<file path="src/ccdst_pkg.sv">
// shared constants and types for the sample-timing and output block
package ccdst_pkg;

    // master clock rate and conversion timing
    localparam int MCLK_PERIOD_NS = 100;       // clk_i period in ns
    localparam int LATENCY_CYC = 7;            // clocks from first edge after sample fall
    localparam int SYNC_STAGES = 2;            // pin synchroniser depth
    localparam int PIPE_DEPTH = LATENCY_CYC - SYNC_STAGES;
    localparam int WORD_W = 10;                // converter word width
    localparam int CHAN_N = 3;                 // processing channels
    localparam int BUF_DEPTH = 2;              // output buffer entries

    // least controller timing, kept for reference by the checker side
    localparam real PIXEL3_MIN_NS = 50.0;
    localparam real PIXEL2_MIN_NS = 33.3;
    localparam real PIXEL1_MIN_NS = 22.2;
    localparam real MCLK23_MIN_NS = 16.6;
    localparam real MCLK1_MIN_NS = 22.2;

    // channel-count modes
    typedef enum logic [1:0] {
        CCDST_THREE,
        CCDST_TWO,
        CCDST_ONE
    } ccdst_mode_e;

    // fixed codes
    localparam logic [1:0] CLAMP_SRC_RESET_SAMPLE_PULSE = 2'h0;    // clamp follows reset pulse
    localparam logic [1:0] CHAN_RED = 2'h0;
    localparam logic [1:0] CHAN_GREEN = 2'h1;
    localparam logic [1:0] CHAN_BLUE = 2'h2;

    // one sampled pixel, all three channels
    typedef struct packed {
        logic [WORD_W-1:0] blue;
        logic [WORD_W-1:0] green;
        logic [WORD_W-1:0] red;
    } ccdst_pixel_s;

    // one converted word with its channel tag
    typedef struct packed {
        logic [1:0] chan;
        logic [WORD_W-1:0] data;
    } ccdst_word_s;

endpackage

</file>
<file path="src/ccdst_sample_output.sv">
// sample-pulse routing, conversion latency and output bus of the digitiser
//
// Functional notes
// - video pulse high connects video capacitors
// - reset pulse high connects reset capacitors while double sampling
// - data appears seven clocks after sample fall
// - one-channel double sampling cannot space evenly
// - colour mode converts three inputs per pixel
// - monochrome powers down unused channels
// - pin or bit disables output drivers
// - clamp source zero clamps during reset pulse
`timescale 1ns/100ps
`default_nettype none

module ccdst_sample_output (
    // clock and reset
    input wire logic clk_i,
    input wire logic srst_i,
    // sample pulses from the controller and the disable pin, all asynchronous pins
    input wire logic video_sample_pulse_i,
    input wire logic reset_sample_pulse_i,
    input wire logic output_disable_pin_i,
    // configuration
    input wire logic double_sample_mode_i,
    input wire ccdst_pkg::ccdst_mode_e chan_mode_i,
    input wire logic [1:0] mono_select_i,
    input wire logic [1:0] clamp_source_select_i,
    input wire logic output_disable_bit_i,
    // converter core results, same clock domain
    input wire ccdst_pkg::ccdst_pixel_s pixel_i,
    // receiver handshake
    input wire logic out_ready_i,
    output logic out_valid_o,
    output logic [1:0] out_chan_o,
    // output bus, three-state pin form
    output logic [9:0] conversion_output_bus_o,
    output logic conversion_output_bus_oe_o,
    // analogue switch controls and status
    output logic video_cap_connect_o,
    output logic reset_cap_connect_o,
    output logic clamp_close_o,
    output logic [2:0] channel_power_o,
    output logic spacing_unavail_o,
    output logic overrun_o
);
    import ccdst_pkg::*;

    // words per pixel for a mode
    function automatic logic [1:0] words_per_pixel(input ccdst_mode_e m);
        case (m)
            CCDST_THREE: words_per_pixel = 2'h3;
            CCDST_TWO: words_per_pixel = 2'h2;
            default: words_per_pixel = 2'h1;
        endcase
    endfunction

    // synchroniser chains: bit0 video, bit1 reset, bit2 disable pin
    logic [2:0] sync1;
    logic [2:0] sync2;
    logic vid_prev; // third stage, only for edge detect
    genvar gi;
    generate
        for (gi = 0; gi < 3; gi++) begin : g_sync
            // two flops before any logic looks at the pin
            always_ff @(posedge clk_i) begin
                if (srst_i) begin
                    sync1[gi] <= 1'b0;
                    sync2[gi] <= 1'b0;
                end else begin
                    sync1[gi] <= (gi == 0) ? video_sample_pulse_i :
                                 (gi == 1) ? reset_sample_pulse_i : output_disable_pin_i;
                    sync2[gi] <= sync1[gi];
                end
            end
        end
    endgenerate

    // edge detect on the settled video pulse
    always_ff @(posedge clk_i) begin
        if (srst_i) begin
            vid_prev <= 1'b0;
        end else begin
            vid_prev <= sync2[0];
        end
    end

    wire vid_s = sync2[0];
    wire rst_s = sync2[1];
    wire oeb_s = sync2[2];
    wire fall_det = vid_prev & ~vid_s;

    // capacitor routing follows the pulses
    assign video_cap_connect_o = vid_s;
    // reset capacitors only used while double sampling
    assign reset_cap_connect_o = rst_s & double_sample_mode_i;
    // without double sampling the reset pulse serves only the clamp
    assign clamp_close_o = rst_s & (clamp_source_select_i == CLAMP_SRC_RESET_SAMPLE_PULSE);
    // a single clock per pixel leaves no room for even spacing
    assign spacing_unavail_o = double_sample_mode_i & (chan_mode_i == CCDST_ONE);

    // channel power: blue off in two-channel, all but one off in mono
    wire [2:0] mono_onehot = 3'h1 << mono_select_i;
    assign channel_power_o = (chan_mode_i == CCDST_THREE) ? 3'h7 :
                             (chan_mode_i == CCDST_TWO) ? 3'h3 : mono_onehot;

    // latency pipeline: event bit and captured pixel ride together
    logic [PIPE_DEPTH-1:0] pipe_vld;
    ccdst_pixel_s pipe_pix [PIPE_DEPTH];

    // shift one stage per clock; no stall, latency is fixed
    always_ff @(posedge clk_i) begin
        if (srst_i) begin
            pipe_vld <= '0;
        end else begin
            pipe_vld <= {pipe_vld[PIPE_DEPTH-2:0], fall_det};
        end
    end

    // pixel data needs no reset, its valid bit guards it
    always_ff @(posedge clk_i) begin
        pipe_pix[0] <= pixel_i;
        for (int i = 1; i < PIPE_DEPTH; i++) begin
            pipe_pix[i] <= pipe_pix[i-1];
        end
    end

    wire pix_arrive = pipe_vld[PIPE_DEPTH-1];
    ccdst_pixel_s arr_pix;
    assign arr_pix = pipe_pix[PIPE_DEPTH-1];

    // word sequencer: one word per clock into the buffer
    typedef enum logic {SEQ_IDLE, SEQ_EMIT} ccdst_seq_e;
    ccdst_seq_e state;
    ccdst_seq_e next_state;
    ccdst_pixel_s cur_pix;
    logic [1:0] idx;          // next word index within the pixel
    logic [1:0] total;        // words in this pixel
    logic buf_in_ready;

    // first word goes straight from the pipe so latency holds
    wire start = pix_arrive & (state == SEQ_IDLE);
    wire [1:0] emit_idx = start ? 2'h0 : idx;
    wire [1:0] emit_total = start ? words_per_pixel(chan_mode_i) : total;
    ccdst_pixel_s emit_pix;
    assign emit_pix = start ? arr_pix : cur_pix;
    wire emit_valid = start | (state == SEQ_EMIT);
    // mono mode reports the chosen input, colour walks red green blue
    wire [1:0] emit_chan = (emit_total == 2'h1) ? mono_select_i : emit_idx;
    wire [WORD_W-1:0] emit_data = (emit_chan == CHAN_RED) ? emit_pix.red :
                                  (emit_chan == CHAN_GREEN) ? emit_pix.green : emit_pix.blue;
    wire push = emit_valid & buf_in_ready;
    wire last_word = (emit_idx + 2'h1) == emit_total;
    // a pixel that arrives mid-sequence cannot be held; flag it
    assign overrun_o = pix_arrive & (state == SEQ_EMIT);

    // next-state selection
    always_comb begin
        next_state = state;
        if (push & last_word) begin
            next_state = SEQ_IDLE;
        end else if (emit_valid) begin
            next_state = SEQ_EMIT;
        end
    end

    // sequencer registers; receiver stall freezes the index
    always_ff @(posedge clk_i) begin
        if (srst_i) begin
            state <= SEQ_IDLE;
            idx <= 2'h0;
            total <= 2'h0;
            cur_pix <= '0;
        end else begin
            state <= next_state;
            if (start) begin
                cur_pix <= arr_pix;
                total <= emit_total;
            end
            if (push) begin
                idx <= emit_idx + 2'h1;
            end else if (start) begin
                idx <= 2'h0;
            end
        end
    end

    // two-entry output buffer, head entry drives the bus
    ccdst_word_s buf_q [BUF_DEPTH];
    logic [1:0] buf_cnt;
    ccdst_word_s in_word;
    assign in_word = '{chan: emit_chan, data: emit_data};
    wire pop = out_valid_o & out_ready_i;
    assign out_valid_o = buf_cnt != 2'h0;
    assign buf_in_ready = (buf_cnt != 2'h2) | pop;
    assign conversion_output_bus_o = buf_q[0].data;
    assign out_chan_o = buf_q[0].chan;

    // occupancy count
    always_ff @(posedge clk_i) begin
        if (srst_i) begin
            buf_cnt <= 2'h0;
        end else begin
            buf_cnt <= buf_cnt + {1'b0, push} - {1'b0, pop};
        end
    end

    // entry moves: pop shifts, push fills the first free slot
    always_ff @(posedge clk_i) begin
        if (srst_i) begin
            buf_q[0] <= '0;
            buf_q[1] <= '0;
        end else begin
            if (pop) begin
                buf_q[0] <= (push & (buf_cnt == 2'h1)) ? in_word : buf_q[1];
                if (push & (buf_cnt == 2'h2)) begin
                    buf_q[1] <= in_word;
                end
            end else if (push) begin
                if (buf_cnt == 2'h0) begin
                    buf_q[0] <= in_word;
                end else begin
                    buf_q[1] <= in_word;
                end
            end
        end
    end

    // either disable source floats the bus
    assign conversion_output_bus_oe_o = ~(oeb_s | output_disable_bit_i);
    // checks
    property p_video_cap;
        @(posedge clk_i) disable iff (srst_i)
        video_cap_connect_o |-> $past(video_sample_pulse_i, 2);
    endproperty
    a_video_cap: assert property (p_video_cap) else $error("video switch without pulse");

    property p_reset_cap;
        @(posedge clk_i) disable iff (srst_i)
        reset_cap_connect_o |-> double_sample_mode_i && $past(reset_sample_pulse_i, 2);
    endproperty
    a_reset_cap: assert property (p_reset_cap) else $error("reset switch misrouted");

    property p_latency;
        @(posedge clk_i) disable iff (srst_i)
        $fell(vid_s) && !$past(srst_i) |-> ##5 pix_arrive;
    endproperty
    a_latency: assert property (p_latency) else $error("pixel not at output stage");

    property p_first_word;
        @(posedge clk_i) disable iff (srst_i)
        (pix_arrive && state == SEQ_IDLE && buf_cnt == 2'h0) |=> out_valid_o;
    endproperty
    a_first_word: assert property (p_first_word) else $error("word late on bus");

    property p_three_words;
        @(posedge clk_i) disable iff (srst_i)
        (start && chan_mode_i == CCDST_THREE) |=> state == SEQ_EMIT && total == 2'h3;
    endproperty
    a_three_words: assert property (p_three_words) else $error("colour pixel not walked");

    property p_mono_power;
        @(posedge clk_i) disable iff (srst_i)
        chan_mode_i == CCDST_ONE |-> $onehot(channel_power_o);
    endproperty
    a_mono_power: assert property (p_mono_power) else $error("unused channel powered");

    property p_out_disable;
        @(posedge clk_i) disable iff (srst_i)
        (($past(output_disable_pin_i, 2) && !$past(srst_i) && !$past(srst_i, 2))
            || output_disable_bit_i) |-> !conversion_output_bus_oe_o;
    endproperty
    a_out_disable: assert property (p_out_disable) else $error("bus driven while disabled");

    property p_clamp;
        @(posedge clk_i) disable iff (srst_i)
        (clamp_source_select_i == CLAMP_SRC_RESET_SAMPLE_PULSE && $past(reset_sample_pulse_i, 2)
            && !$past(srst_i) && !$past(srst_i, 2)) |-> clamp_close_o;
    endproperty
    a_clamp: assert property (p_clamp) else $error("clamp open during reset pulse");

    property p_spacing;
        @(posedge clk_i) disable iff (srst_i)
        spacing_unavail_o |-> chan_mode_i == CCDST_ONE;
    endproperty
    a_spacing: assert property (p_spacing) else $error("spacing flag wrong mode");

endmodule

`default_nettype wire

</file>
<file path="config.mk">
export PLATFORM = sky130hd
export DESIGN_NAME = ccdst_sample_output
export DESIGN_NICKNAME = d
export VERILOG_FILES = /design/src/ccdst_pkg.sv /design/src/ccdst_sample_output.sv
export SDC_FILE = /design/constraint.sdc
export NUM_CORES = 1
export LEC_CHECK = 0
export BUFFER_PORTS_ARGS = -buffer_cell sky130_fd_sc_hd__clkbuf_2
export CORE_MARGIN = 2
export CORE_UTILIZATION = 45
export DETAILED_ROUTE_END_ITERATION = 8
export GPL_TIMING_DRIVEN = 0
export HOLD_SLACK_MARGIN = 0.02
export SETUP_SLACK_MARGIN = 0.05
export SLEW_MARGIN = 15
export SYNTH_ARGS = -nofsm -noshare
export SYNTH_HDL_FRONTEND = slang
export SYNTH_SLANG_ARGS = --single-unit
</file>
<file path="constraint.sdc">
create_clock -name clk_i -period 2.64 [get_ports clk_i]
set_input_delay 0.132 -clock clk_i [delete_from_list [all_inputs] [get_ports clk_i]]
set_output_delay 0.132 -clock clk_i [all_outputs]
set_load 0.1 [all_outputs]
</file>
==> results of run 1 <==
==> cells by family (layout without fill, tap and decap cells) <==
group | count (synthesis) | count (layout) | synth area share
muxes | 24 | 24 | 0.03759
AOI/OAI and AO/OA | 87 | 87 | 0.09330
buffers and inverters | 41 | 179 | 0.03511
adders and majority gates | 2 | 2 | 0.003815
xor gates and xnor gates | 5 | 5 | 0.006678
DFF | 223 | 223 | 0.7174
and+or+nand+nor | 145 | 145 | 0.1061
==> worst min path at each step <==
stage,end
finish,total[1]
global route,total[1]
CTS,total[1]
detailed placement,pipe_pix[0][23]
global placement,pipe_pix[0][11]
floorplan,pipe_pix[0][0]
==> layout make-up <==
type / instances / area [um^2]
inverter: 3 / 11.26
multi-input combinational: 263 / 1628
buffer: 38 / 219.0
clock inverter: 8 / 113.9
fill: 1159 / 6078
tap: 184 / 230.2
sequential: 223 / 4705
timing repair buffer: 98 / 660.6
clock buffer: 32 / 723.2
==> where the power goes <==
part           total, mW  internal, mW  switching (mW)
logic              0.525         0.148           0.377
clock network       3.37          2.12            1.25
registers           3.64          3.59          0.0497
==> cells in the mapped netlist (all sizes together) (3+ instances only) <==
library cell / instances / area [um^2]
a211oi: 6 / 45.04
nor2b: 20 / 125.1
a31oi: 5 / 31.28
dfxtp: 199 / 3984
or2: 3 / 18.77
a211o: 5 / 43.79
nand2: 49 / 183.9
mux2i: 22 / 220.2
clkbuf: 14 / 52.55
o22ai: 5 / 31.28
nor2: 39 / 146.4
nand2b: 4 / 25.02
a32oi: 6 / 71.32
a21oi: 18 / 90.09
o21ai: 15 / 75.07
nand3b: 7 / 52.55
nand3: 3 / 15.01
a21o: 7 / 52.55
o311ai: 5 / 43.79
edfxtp: 24 / 720.7
a22o: 5 / 43.79
inv: 3 / 11.26
o221ai: 5 / 43.79
nor3b: 3 / 22.52
buf: 24 / 166.4
nor3: 10 / 55.05
xor2: 4 / 35.03
==> metrics by stage <==
step                      setup slack (ns)    util
final                               0.2481  0.5770
after global routing                0.1017  0.5770
after CTS                           0.3188  0.5770
after detailed placement            0.3259  0.4950
after global placement              0.3852  0.4950
after floorplan                     0.1011       -
==> layout by cell type (no fill, tap or decap), drive strengths merged, types with 7 or more instances in the layout <==
cell	synthesis	final
dfxtp	199	199
clkbuf	14	110
nand2	49	49
nor2	39	39
dlygate4sd3	0	34
edfxtp	24	24
buf	24	24
mux2i	22	22
nor2b	20	20
a21oi	18	18
o21ai	15	15
nor3	10	10
a21o	7	7
nand3b	7	7
==> registers in the layout, indices dropped and copies added (netlist names) <==
| signal | flops |
|---|---|
| pipe_vld | 5 |
| pipe_pix | 150 |
| oeb_s | 1 |
| state | 1 |
| idx | 2 |
| total | 2 |
| sync1 | 3 |
| buf_cnt | 2 |
| video_cap_connect_o | 1 |
| rst_s | 1 |
| buf_q | 24 |
| cur_pix | 30 |
| vid_prev | 1 |
==> layer usage <==
| metal | wire [um] | GRT usage |
|---|---|---|
| met4 | 331 | 0.06940 |
| met1 | 4767 | 0.1690 |
| met5 | 0 | 0 |
| met3 | 681 | 0.03308 |
| met2 | 5203 | 0.2417 |
==> tightest hold or removal path: stages <==
cell,delay (ns)
clkbuf_2,0.10
buf_2,0.19
a211oi_1,0.09
==> metrics.txt, run 1 <==
CTS tree=done; ys async rst share=0; Setup crit end=buf_q[0][2]; Worst EP required=approximately 3.0 ns; First-pass DRT Iterations=4; Startpoint Class=flop; Worst Setup End Kind=flop; maximum operating frequency=around 420 MHz; sequential share of the synthesized area=0.7174; Placed Area=a little over 7000 um^2; final hold viol count=0; Non-Filler Instances=849; clock latency at the later pin of the worst-skew pair=0.50 ns; clock root buffer master=clkbuf_16; Slew @ Worst Pin=0.9140 ns; status=finished clean; Top delay family on crit path=compound AO/OA/AOI/OAI gates; Max transition margin=0.3829; crit path max fanout=10; largest net degree at the start of global routing=16; distinct cell type count after synthesis=48; post-CTS resize count=0; EDFF count, synth=24; Final Instance Area=between 8000 and 9000 um^2; Final nets=between 600 and 700; Worst-path clk slew=0.06 ns; TNS Setup=0 ns; fin crit period=2.392 ns; Reg2Reg Depth=6; die height=roughly 120 um; Crit Path Class=reg2reg; Leak Pwr=3.523 nW; Critical-path top delay cell=o311ai_0; Yosys reg bits=between 200 and 250; Core Rows=44; GRT Util Overall=0.1421; Max Slew Vio Count=0; HP Class=in2reg; clock skew=approximately 0.015 ns; layout cells sized above 1=0.2000; Avg Inst Size Synth=about 12 um^2; total power=approximately 7.5 mW; CORE AREA=14370 um^2; RSZ-0062 raised after global routing=false; TritonCTS buffer count=22; stages on the worst setup path=6; initial antenna violation count=0; top_reg_cell synth=dfxtp_1; Clock Tree Buf Depth=3; htree depth=1; Starting Density=0.4564; n_diodes=0; hpwl dp=roughly 7300 um; Layout Area Growth over Synthesis=26.43%; Critical path buffers and inverters=1; reg2reg setup slack=around 0.25 ns; power per cell area=around 900 nW/um^2; die area=around 16000 um^2; hold buffers post-CTS=34; Die Wd=approximately 120 um; Final setup viols=0; Hold Path Depth=3; vias in the first global route=4006; cell area after synthesis=between 6000 and 7000 um^2; VDD IR max=0.6128 mV; critical path startpoint=total[0]; CP cell instances=nor2b_1 -> buf_2 -> mux2i_1 -> o311ai_0 -> nor2_1 -> o22ai_1; Remaining DRCs=0; Ys Warns=0; DRT antenna net count=0; Inst Count DP=between 700 and 800; Worst R2R Start=total[0]; Iteration-0 DRC Markers=263; Remaining Overflow, GRT=0; CTS Sinks=223; Crit Reg-Reg Endpoint=buf_q[0][2]; global-route wire length before repair=about 18000 um; final WL=10980 um; # IOs=66; max_cap viols=0; via count=about 4k; Setup Buffers After CTS=0; hold_sp=chan_mode_i[1]; Via density=roughly 4.8; Syn Inst Count=~530; Port-buffer cells=between 60 and 70; Min Hold Slack=~0.072 ns; routed len/inst=12.94 um; routability congestion estimate=approximately 0.86; Max stage delay on crit path=0.85 ns; period utilization=0.9060; synthesized netlist net count=between 500 and 600; WP data arrival=between 2 and 3 ns
Note: power is estimated with default switching activity, not from simulation.
==> run 2: changes to the inputs <==
--- a/config.mk
+++ b/config.mk
@@ -6,11 +6,11 @@
 export NUM_CORES = 1
 export LEC_CHECK = 0
 export BUFFER_PORTS_ARGS = -buffer_cell sky130_fd_sc_hd__clkbuf_2
-export CORE_MARGIN = 2
-export CORE_UTILIZATION = 45
+export CORE_UTILIZATION = 52
 export DETAILED_ROUTE_END_ITERATION = 8
 export GPL_TIMING_DRIVEN = 0
 export HOLD_SLACK_MARGIN = 0.02
+export PLACE_DENSITY = 0.72
 export SETUP_SLACK_MARGIN = 0.05
 export SLEW_MARGIN = 15
 export SYNTH_ARGS = -nofsm -noshare
==> run 2 against run 1 <==
  * Highest routed layer unchanged
  * Routed wire length grew 2.1%
  * Flip-flop and latch count stayed put
  * Critical path type unchanged
  * Core utilization grew 8.9 points
  * Combinational power about the same
  * Critical path depth did not move
==> metrics.txt, run 2 (synthesized netlist as in run 1, its figures left out) <==
clock root buffer master=clkbuf_16; CP cell instances=nor2b_1 -> buf_2 -> mux2i_1 -> o311ai_0 -> nor2_1 -> o22ai_1; crit path max fanout=10 (unchanged); GRT Util Overall=0.1804 (+0.03833); clock latency at the later pin of the worst-skew pair=0.48 ns (-0.02 ns); CTS tree=done; vias in the first global route=3921 (-2.1%); htree depth=1 (unchanged); layout cells sized above 1=0.1909 (-0.009091); power per cell area=865.2 nW/um^2 (-4.8%); die area=13060 um^2 (-16%); largest net degree at the start of global routing=17 (+1); final WL=11220 um (+2.1%); Clock Tree Buf Depth=3 (unchanged); period utilization=0.8994 (-0.006628); initial antenna violation count=0 (unchanged); maximum operating frequency=421.2 MHz (+0.74%); routed len/inst=13.55 um (+4.7%); Leak Pwr=3.452 nW (-2.0%); max_cap viols=0 (unchanged); Starting Density=0.5392 (+0.08282); Slew @ Worst Pin=0.8064 ns (-0.1076 ns); TritonCTS buffer count=21 (-4.5%); fin crit period=2.374 ns (-0.01750 ns); Max Slew Vio Count=0 (unchanged); Worst EP required=2.94 ns (-0.04 ns); Via density=4.870 (+1.4%); fill count=909 (-22%); Remaining DRCs=0 (unchanged); Layout Area Growth over Synthesis=23.47%; Crit Path Class=reg2reg; Port-buffer cells=64 (unchanged); Top reg by flops=pipe_pix; routability congestion estimate=0.8186 (-4.5%); RSZ-0062 raised after global routing=true; Worst Setup End Kind=flop; First-pass DRT Iterations=5 (+1); die height=114.3 um (-8.4%); final hold viol count=0 (unchanged); global-route wire length before repair=18680 um (+1.5%); via count=4032 (-1.2%); CTS Sinks=223 (unchanged); CORE AREA=12160 um^2 (-15%); Worst-path clk slew=0.06 ns (about the same); HP Class=in2reg; Min Hold Slack=0.04890 ns (-0.02325 ns); Startpoint Class=flop; n_diodes=0 (unchanged); hpwl dp=7339 um (unchanged); DRT antenna net count=0 (unchanged); Final nets=693 (-0.29%); Max transition margin=0.4556 (+0.07267); status=finished clean; VDD IR max=0.5663 mV (-7.6%); total power=7.005 mW (-7.0%); clock skew=0.01067 ns (-0.004027 ns); most common cell after layout, fill and taps aside=dfxtp_1; most frequent cells in the layout=dfxtp_1 (199), clkbuf_2 (64), nand2_1 (49); max FFs per register=150 (unchanged); WP data arrival=2.67 ns (-0.06 ns); Critical-path top delay cell=o311ai_0; Die Wd=114.3 um (-8.4%); Core Rows=40 (-9.1%); Remaining Overflow, GRT=0 (unchanged); TNS Setup=0 ns (unchanged); Max stage delay on crit path=0.77 ns (-0.08 ns); Iteration-0 DRC Markers=274 (+4.2%); # IOs=66 (unchanged); biggest regs=pipe_pix x150, cur_pix x30, buf_q x24; Setup Buffers After CTS=0 (unchanged); Final setup viols=0 (unchanged)
-- run 2: area by class of cell --
type	count	area [um^2]	area share
Clock buffer	30	643.1	0.07943
Timing Repair Buffer	97	650.6	0.08036
Sequential cell	223	4705	0.5811
Tap cell	168	210.2	0.02596
Clock inverter	6	30.03	0.003709
Inverter	3	11.26	0.001391
Buffer	38	219.0	0.02704
Multi-Input combinational cell	263	1628	0.2011
-- run 2: through the flow --
step,instances,utilization,area [um^2],worst slack (ns)
after floorplan,527,-,6563,0.1011
after global placement,759,0.5832,7093,0.3922
after detailed placement,759,0.5832,7093,0.3505
after CTS,828,0.6657,8097,0.3100
after global routing,828,0.6657,8097,0.03515
final,828,0.6657,8097,0.2656
-- run 2: worst paths after layout --
kind	start	to	slack [ns]	depth (start not counted)
setup / recovery	total[0]	buf_q[0][2]	0.27	6
hold / removal	chan_mode_i[0]	total[0]	0.05	3
setup reg to reg	total[0]	buf_q[0][2]	0.27	6
hold reg to reg	pipe_pix[0][7]	pipe_pix[0][37]	0.32	0
-- run 2: worst max-delay path: cells and delay by family (launching register included) --
family,cells,cell delay (ns)
compound gates,2,1.02
buf+inv,1,0.26
mux,1,0.22
simple gates,2,0.34
flops,1,0.36
-- run 2: metal layers --
metal / routed length [um] / GRT usage
met5: 0 / 0
met4: 282 / 0.06926
met3: 690 / 0.04076
met2: 5325 / 0.3079
met1: 4919 / 0.2230
-- run 2: report_power, final --
group          switching [mW]  internal [mW]  total, mW
registers              0.0511           3.59       3.64
logic                   0.377          0.147      0.524
clock network            1.15           1.69       2.84
-- run 2: what timing repair did --
item	4_1_cts	5_1_grt
endpoints found under the hold margin	33	0
gates resized for setup	0	0
hold buffers	33	0
setup endpoints to repair	0	2
==> run 3: changes to the inputs <==
==> constraint.sdc (replaced) <==
create_clock -name clk_i -period 3 [get_ports clk_i]
set_input_delay 0.15 -clock clk_i [delete_from_list [all_inputs] [get_ports clk_i]]
set_output_delay 0.15 -clock clk_i [all_outputs]
set_load 0.1 [all_outputs]
==> run 3 against run 2 <==
  * Global-route usage is 0.39 points lower
  * Sequential power fell by 12%
  * Clock power fell by 11%
  * Die area unchanged
  * Clock skew up 0.0041 ns
  * Via count about the same
  * Critical endpoint is now buf_q[0][4]
  * Highest routed layer unchanged
==> metrics.txt, run 3 (synthesized netlist as in run 1, its figures left out) <==
Worst EP required=3.31 ns (+0.37 ns); final WL=11050 um (-1.5%); final hold viol count=0 (unchanged); critical path startpoint=total[0]; Final Instance Area=8099 um^2 (about the same); total power=6.209 mW (-11%); HP Class=in2reg; status=finished clean; die area=13060 um^2 (unchanged); Leak Pwr=3.454 nW (about the same); stages on the worst setup path=6 (unchanged); period utilization=0.8060 (-0.09336); Remaining DRCs=0 (unchanged); Worst Setup End Kind=flop; Worst R2R Start=total[0]; VDD IR max=0.5913 mV (+4.4%); Starting Density=0.5392 (unchanged); initial antenna violation count=0 (unchanged); Die Wd=114.3 um (unchanged); Top delay family on crit path=compound AO/OA/AOI/OAI gates; largest net degree at the start of global routing=16 (-1); clock skew=0.01473 ns (+0.004053 ns); CP cell instances=nor2b_1 -> buf_2 -> mux2i_1 -> o311ai_0 -> nor2_1 -> o22ai_1; Clock Tree Buf Depth=3 (unchanged); htree depth=1 (unchanged); biggest regs=pipe_pix x150, cur_pix x30, buf_q x24; via count=4029 (-0.074%); Core Rows=40 (unchanged); Critical-path top delay cell=o311ai_0; CTS tree=done; max_cap viols=0 (unchanged); area of the multi-input gates=1623 um^2 (-0.31%); crit path max fanout=10 (unchanged); Worst-path clk slew=0.06 ns (about the same); Remaining Overflow, GRT=0 (unchanged); clock root buffer master=clkbuf_16; Setup crit end=buf_q[0][4]; reg2reg setup slack=0.58 ns (+0.32 ns); Crit Path Class=reg2reg; Layout Area Growth over Synthesis=23.51% (about the same); First-pass DRT Iterations=5 (unchanged); most common cell after layout, fill and taps aside=dfxtp_1; Placed Area=7088 um^2 (about the same); DRT antenna net count=0 (unchanged); Setup Buffers After CTS=0 (unchanged); WP data arrival=2.73 ns (+0.06 ns); max FFs per register=150 (unchanged); Seq. cell area=4705 um^2 (unchanged); hpwl dp=7245 um (-1.3%); Max transition margin=0.3934 (-0.06221); TritonCTS buffer count=21 (unchanged); Iteration-0 DRC Markers=283 (+3.3%); n_diodes=0 (unchanged); # IOs=66 (unchanged); RSZ-0062 raised after global routing=false; Via density=4.866 (about the same); TNS Setup=0 ns (unchanged); clock latency at the later pin of the worst-skew pair=0.49 ns (about the same); Port-buffer cells=64 (unchanged); GRT Util Overall=0.1765 (-0.003898); Hold Path Depth=3 (unchanged); fin crit period=2.418 ns (+0.04369 ns); Startpoint Class=flop; Top reg by flops=pipe_pix; power per cell area=766.6 nW/um^2 (-11%); layout cells sized above 1=0.1939 (+0.003030); Slew @ Worst Pin=0.8985 ns (+0.09215 ns); Critical path buffers and inverters=1 (unchanged); routability congestion estimate=0.8209 (+0.28%); maximum operating frequency=413.6 MHz (-1.8%); Max stage delay on crit path=0.84 ns (+0.07 ns); most frequent cells in the layout=dfxtp_1 (199), clkbuf_2 (64), nand2_1 (49); routed len/inst=13.35 um (-1.5%); die height=114.3 um (unchanged); vias in the first global route=3921 (unchanged); Crit Reg-Reg Endpoint=buf_q[0][4]; Reg2Reg Depth=6 (unchanged); CORE AREA=12160 um^2 (unchanged); Max Slew Vio Count=0 (unchanged); Final setup viols=0 (unchanged); global-route wire length before repair=18290 um (-2.1%); fill count=915 (+0.66%); CTS Sinks=223 (unchanged); Final nets=693 (unchanged)
run 3: cell count changes in the layout (fill, tap and decap cells not counted):
cell / delta
inv_4: +3
nor3b_2: -1
clkbuf_1: -3
bufinv_16: +1
inv_6: +1
clkinvlp_4: +1
clkbuf_8: +1
clkinv_2: -2
nor3b_1: +1
clkbuf_16: -2
run 3: worst min-delay path, stage by stage:
cell	delay, ns
clkbuf_2	0.09
nor3b_1	0.18
nor3_1	0.06
run 3: power by group:
group / switching [mW] / internal, mW / leakage [nW] / total, mW
logic: 0.334 / 0.129 / 1.20 / 0.463
clock network: 1.04 / 1.50 / 0.342 / 2.54
registers: 0.0431 / 3.16 / 1.91 / 3.20
run 3: what timing repair did:
item / in CTS / in global routing
hold buffers: 33 / 0
endpoints found under the hold margin: 33 / 0
gates resized for setup: 0 / 0
run 3: metrics by stage:
stage                     utilization  worst slack [ns]  instances  hold WS (ns)
after floorplan                     -            0.3617        527        0.1777
after global placement         0.5828            0.7690        759        0.2519
after detailed placement       0.5828            0.6467        759        0.2539
after CTS                      0.6659            0.6265        828       0.03874
after global routing           0.6659            0.4008        828       0.08065
final                          0.6659            0.5819        828       0.05166
run 3: worst min-delay path by stage:
stage / slack [ns] / from / end
2_1_floorplan: 0.18 / pixel_i[0] / pipe_pix[0][0]
3_3_place_gp: 0.25 / pixel_i[11] / pipe_pix[0][11]
3_5_place_dp: 0.25 / pixel_i[23] / pipe_pix[0][23]
4_1_cts: 0.04 / chan_mode_i[0] / total[0]
5_1_grt: 0.08 / chan_mode_i[0] / total[0]
6_report: 0.05 / chan_mode_i[0] / total[0]
run 3: area by class of cell:
type | instances | share of cell area
buffer | 38 | 0.02704
sequential | 223 | 0.5809
tap | 168 | 0.02595
clock inverter | 10 | 0.01051
inverter | 3 | 0.001390
multi-input combinational | 263 | 0.2004
clock buffer | 26 | 0.07354
timing repair buffer | 97 | 0.08033
run 3: routing by layer:
metal | track usage | wire (um)
met5 | 0 | 0
met1 | 0.2144 | 4892
met4 | 0.06926 | 265
met2 | 0.3046 | 5282
met3 | 0.04023 | 614
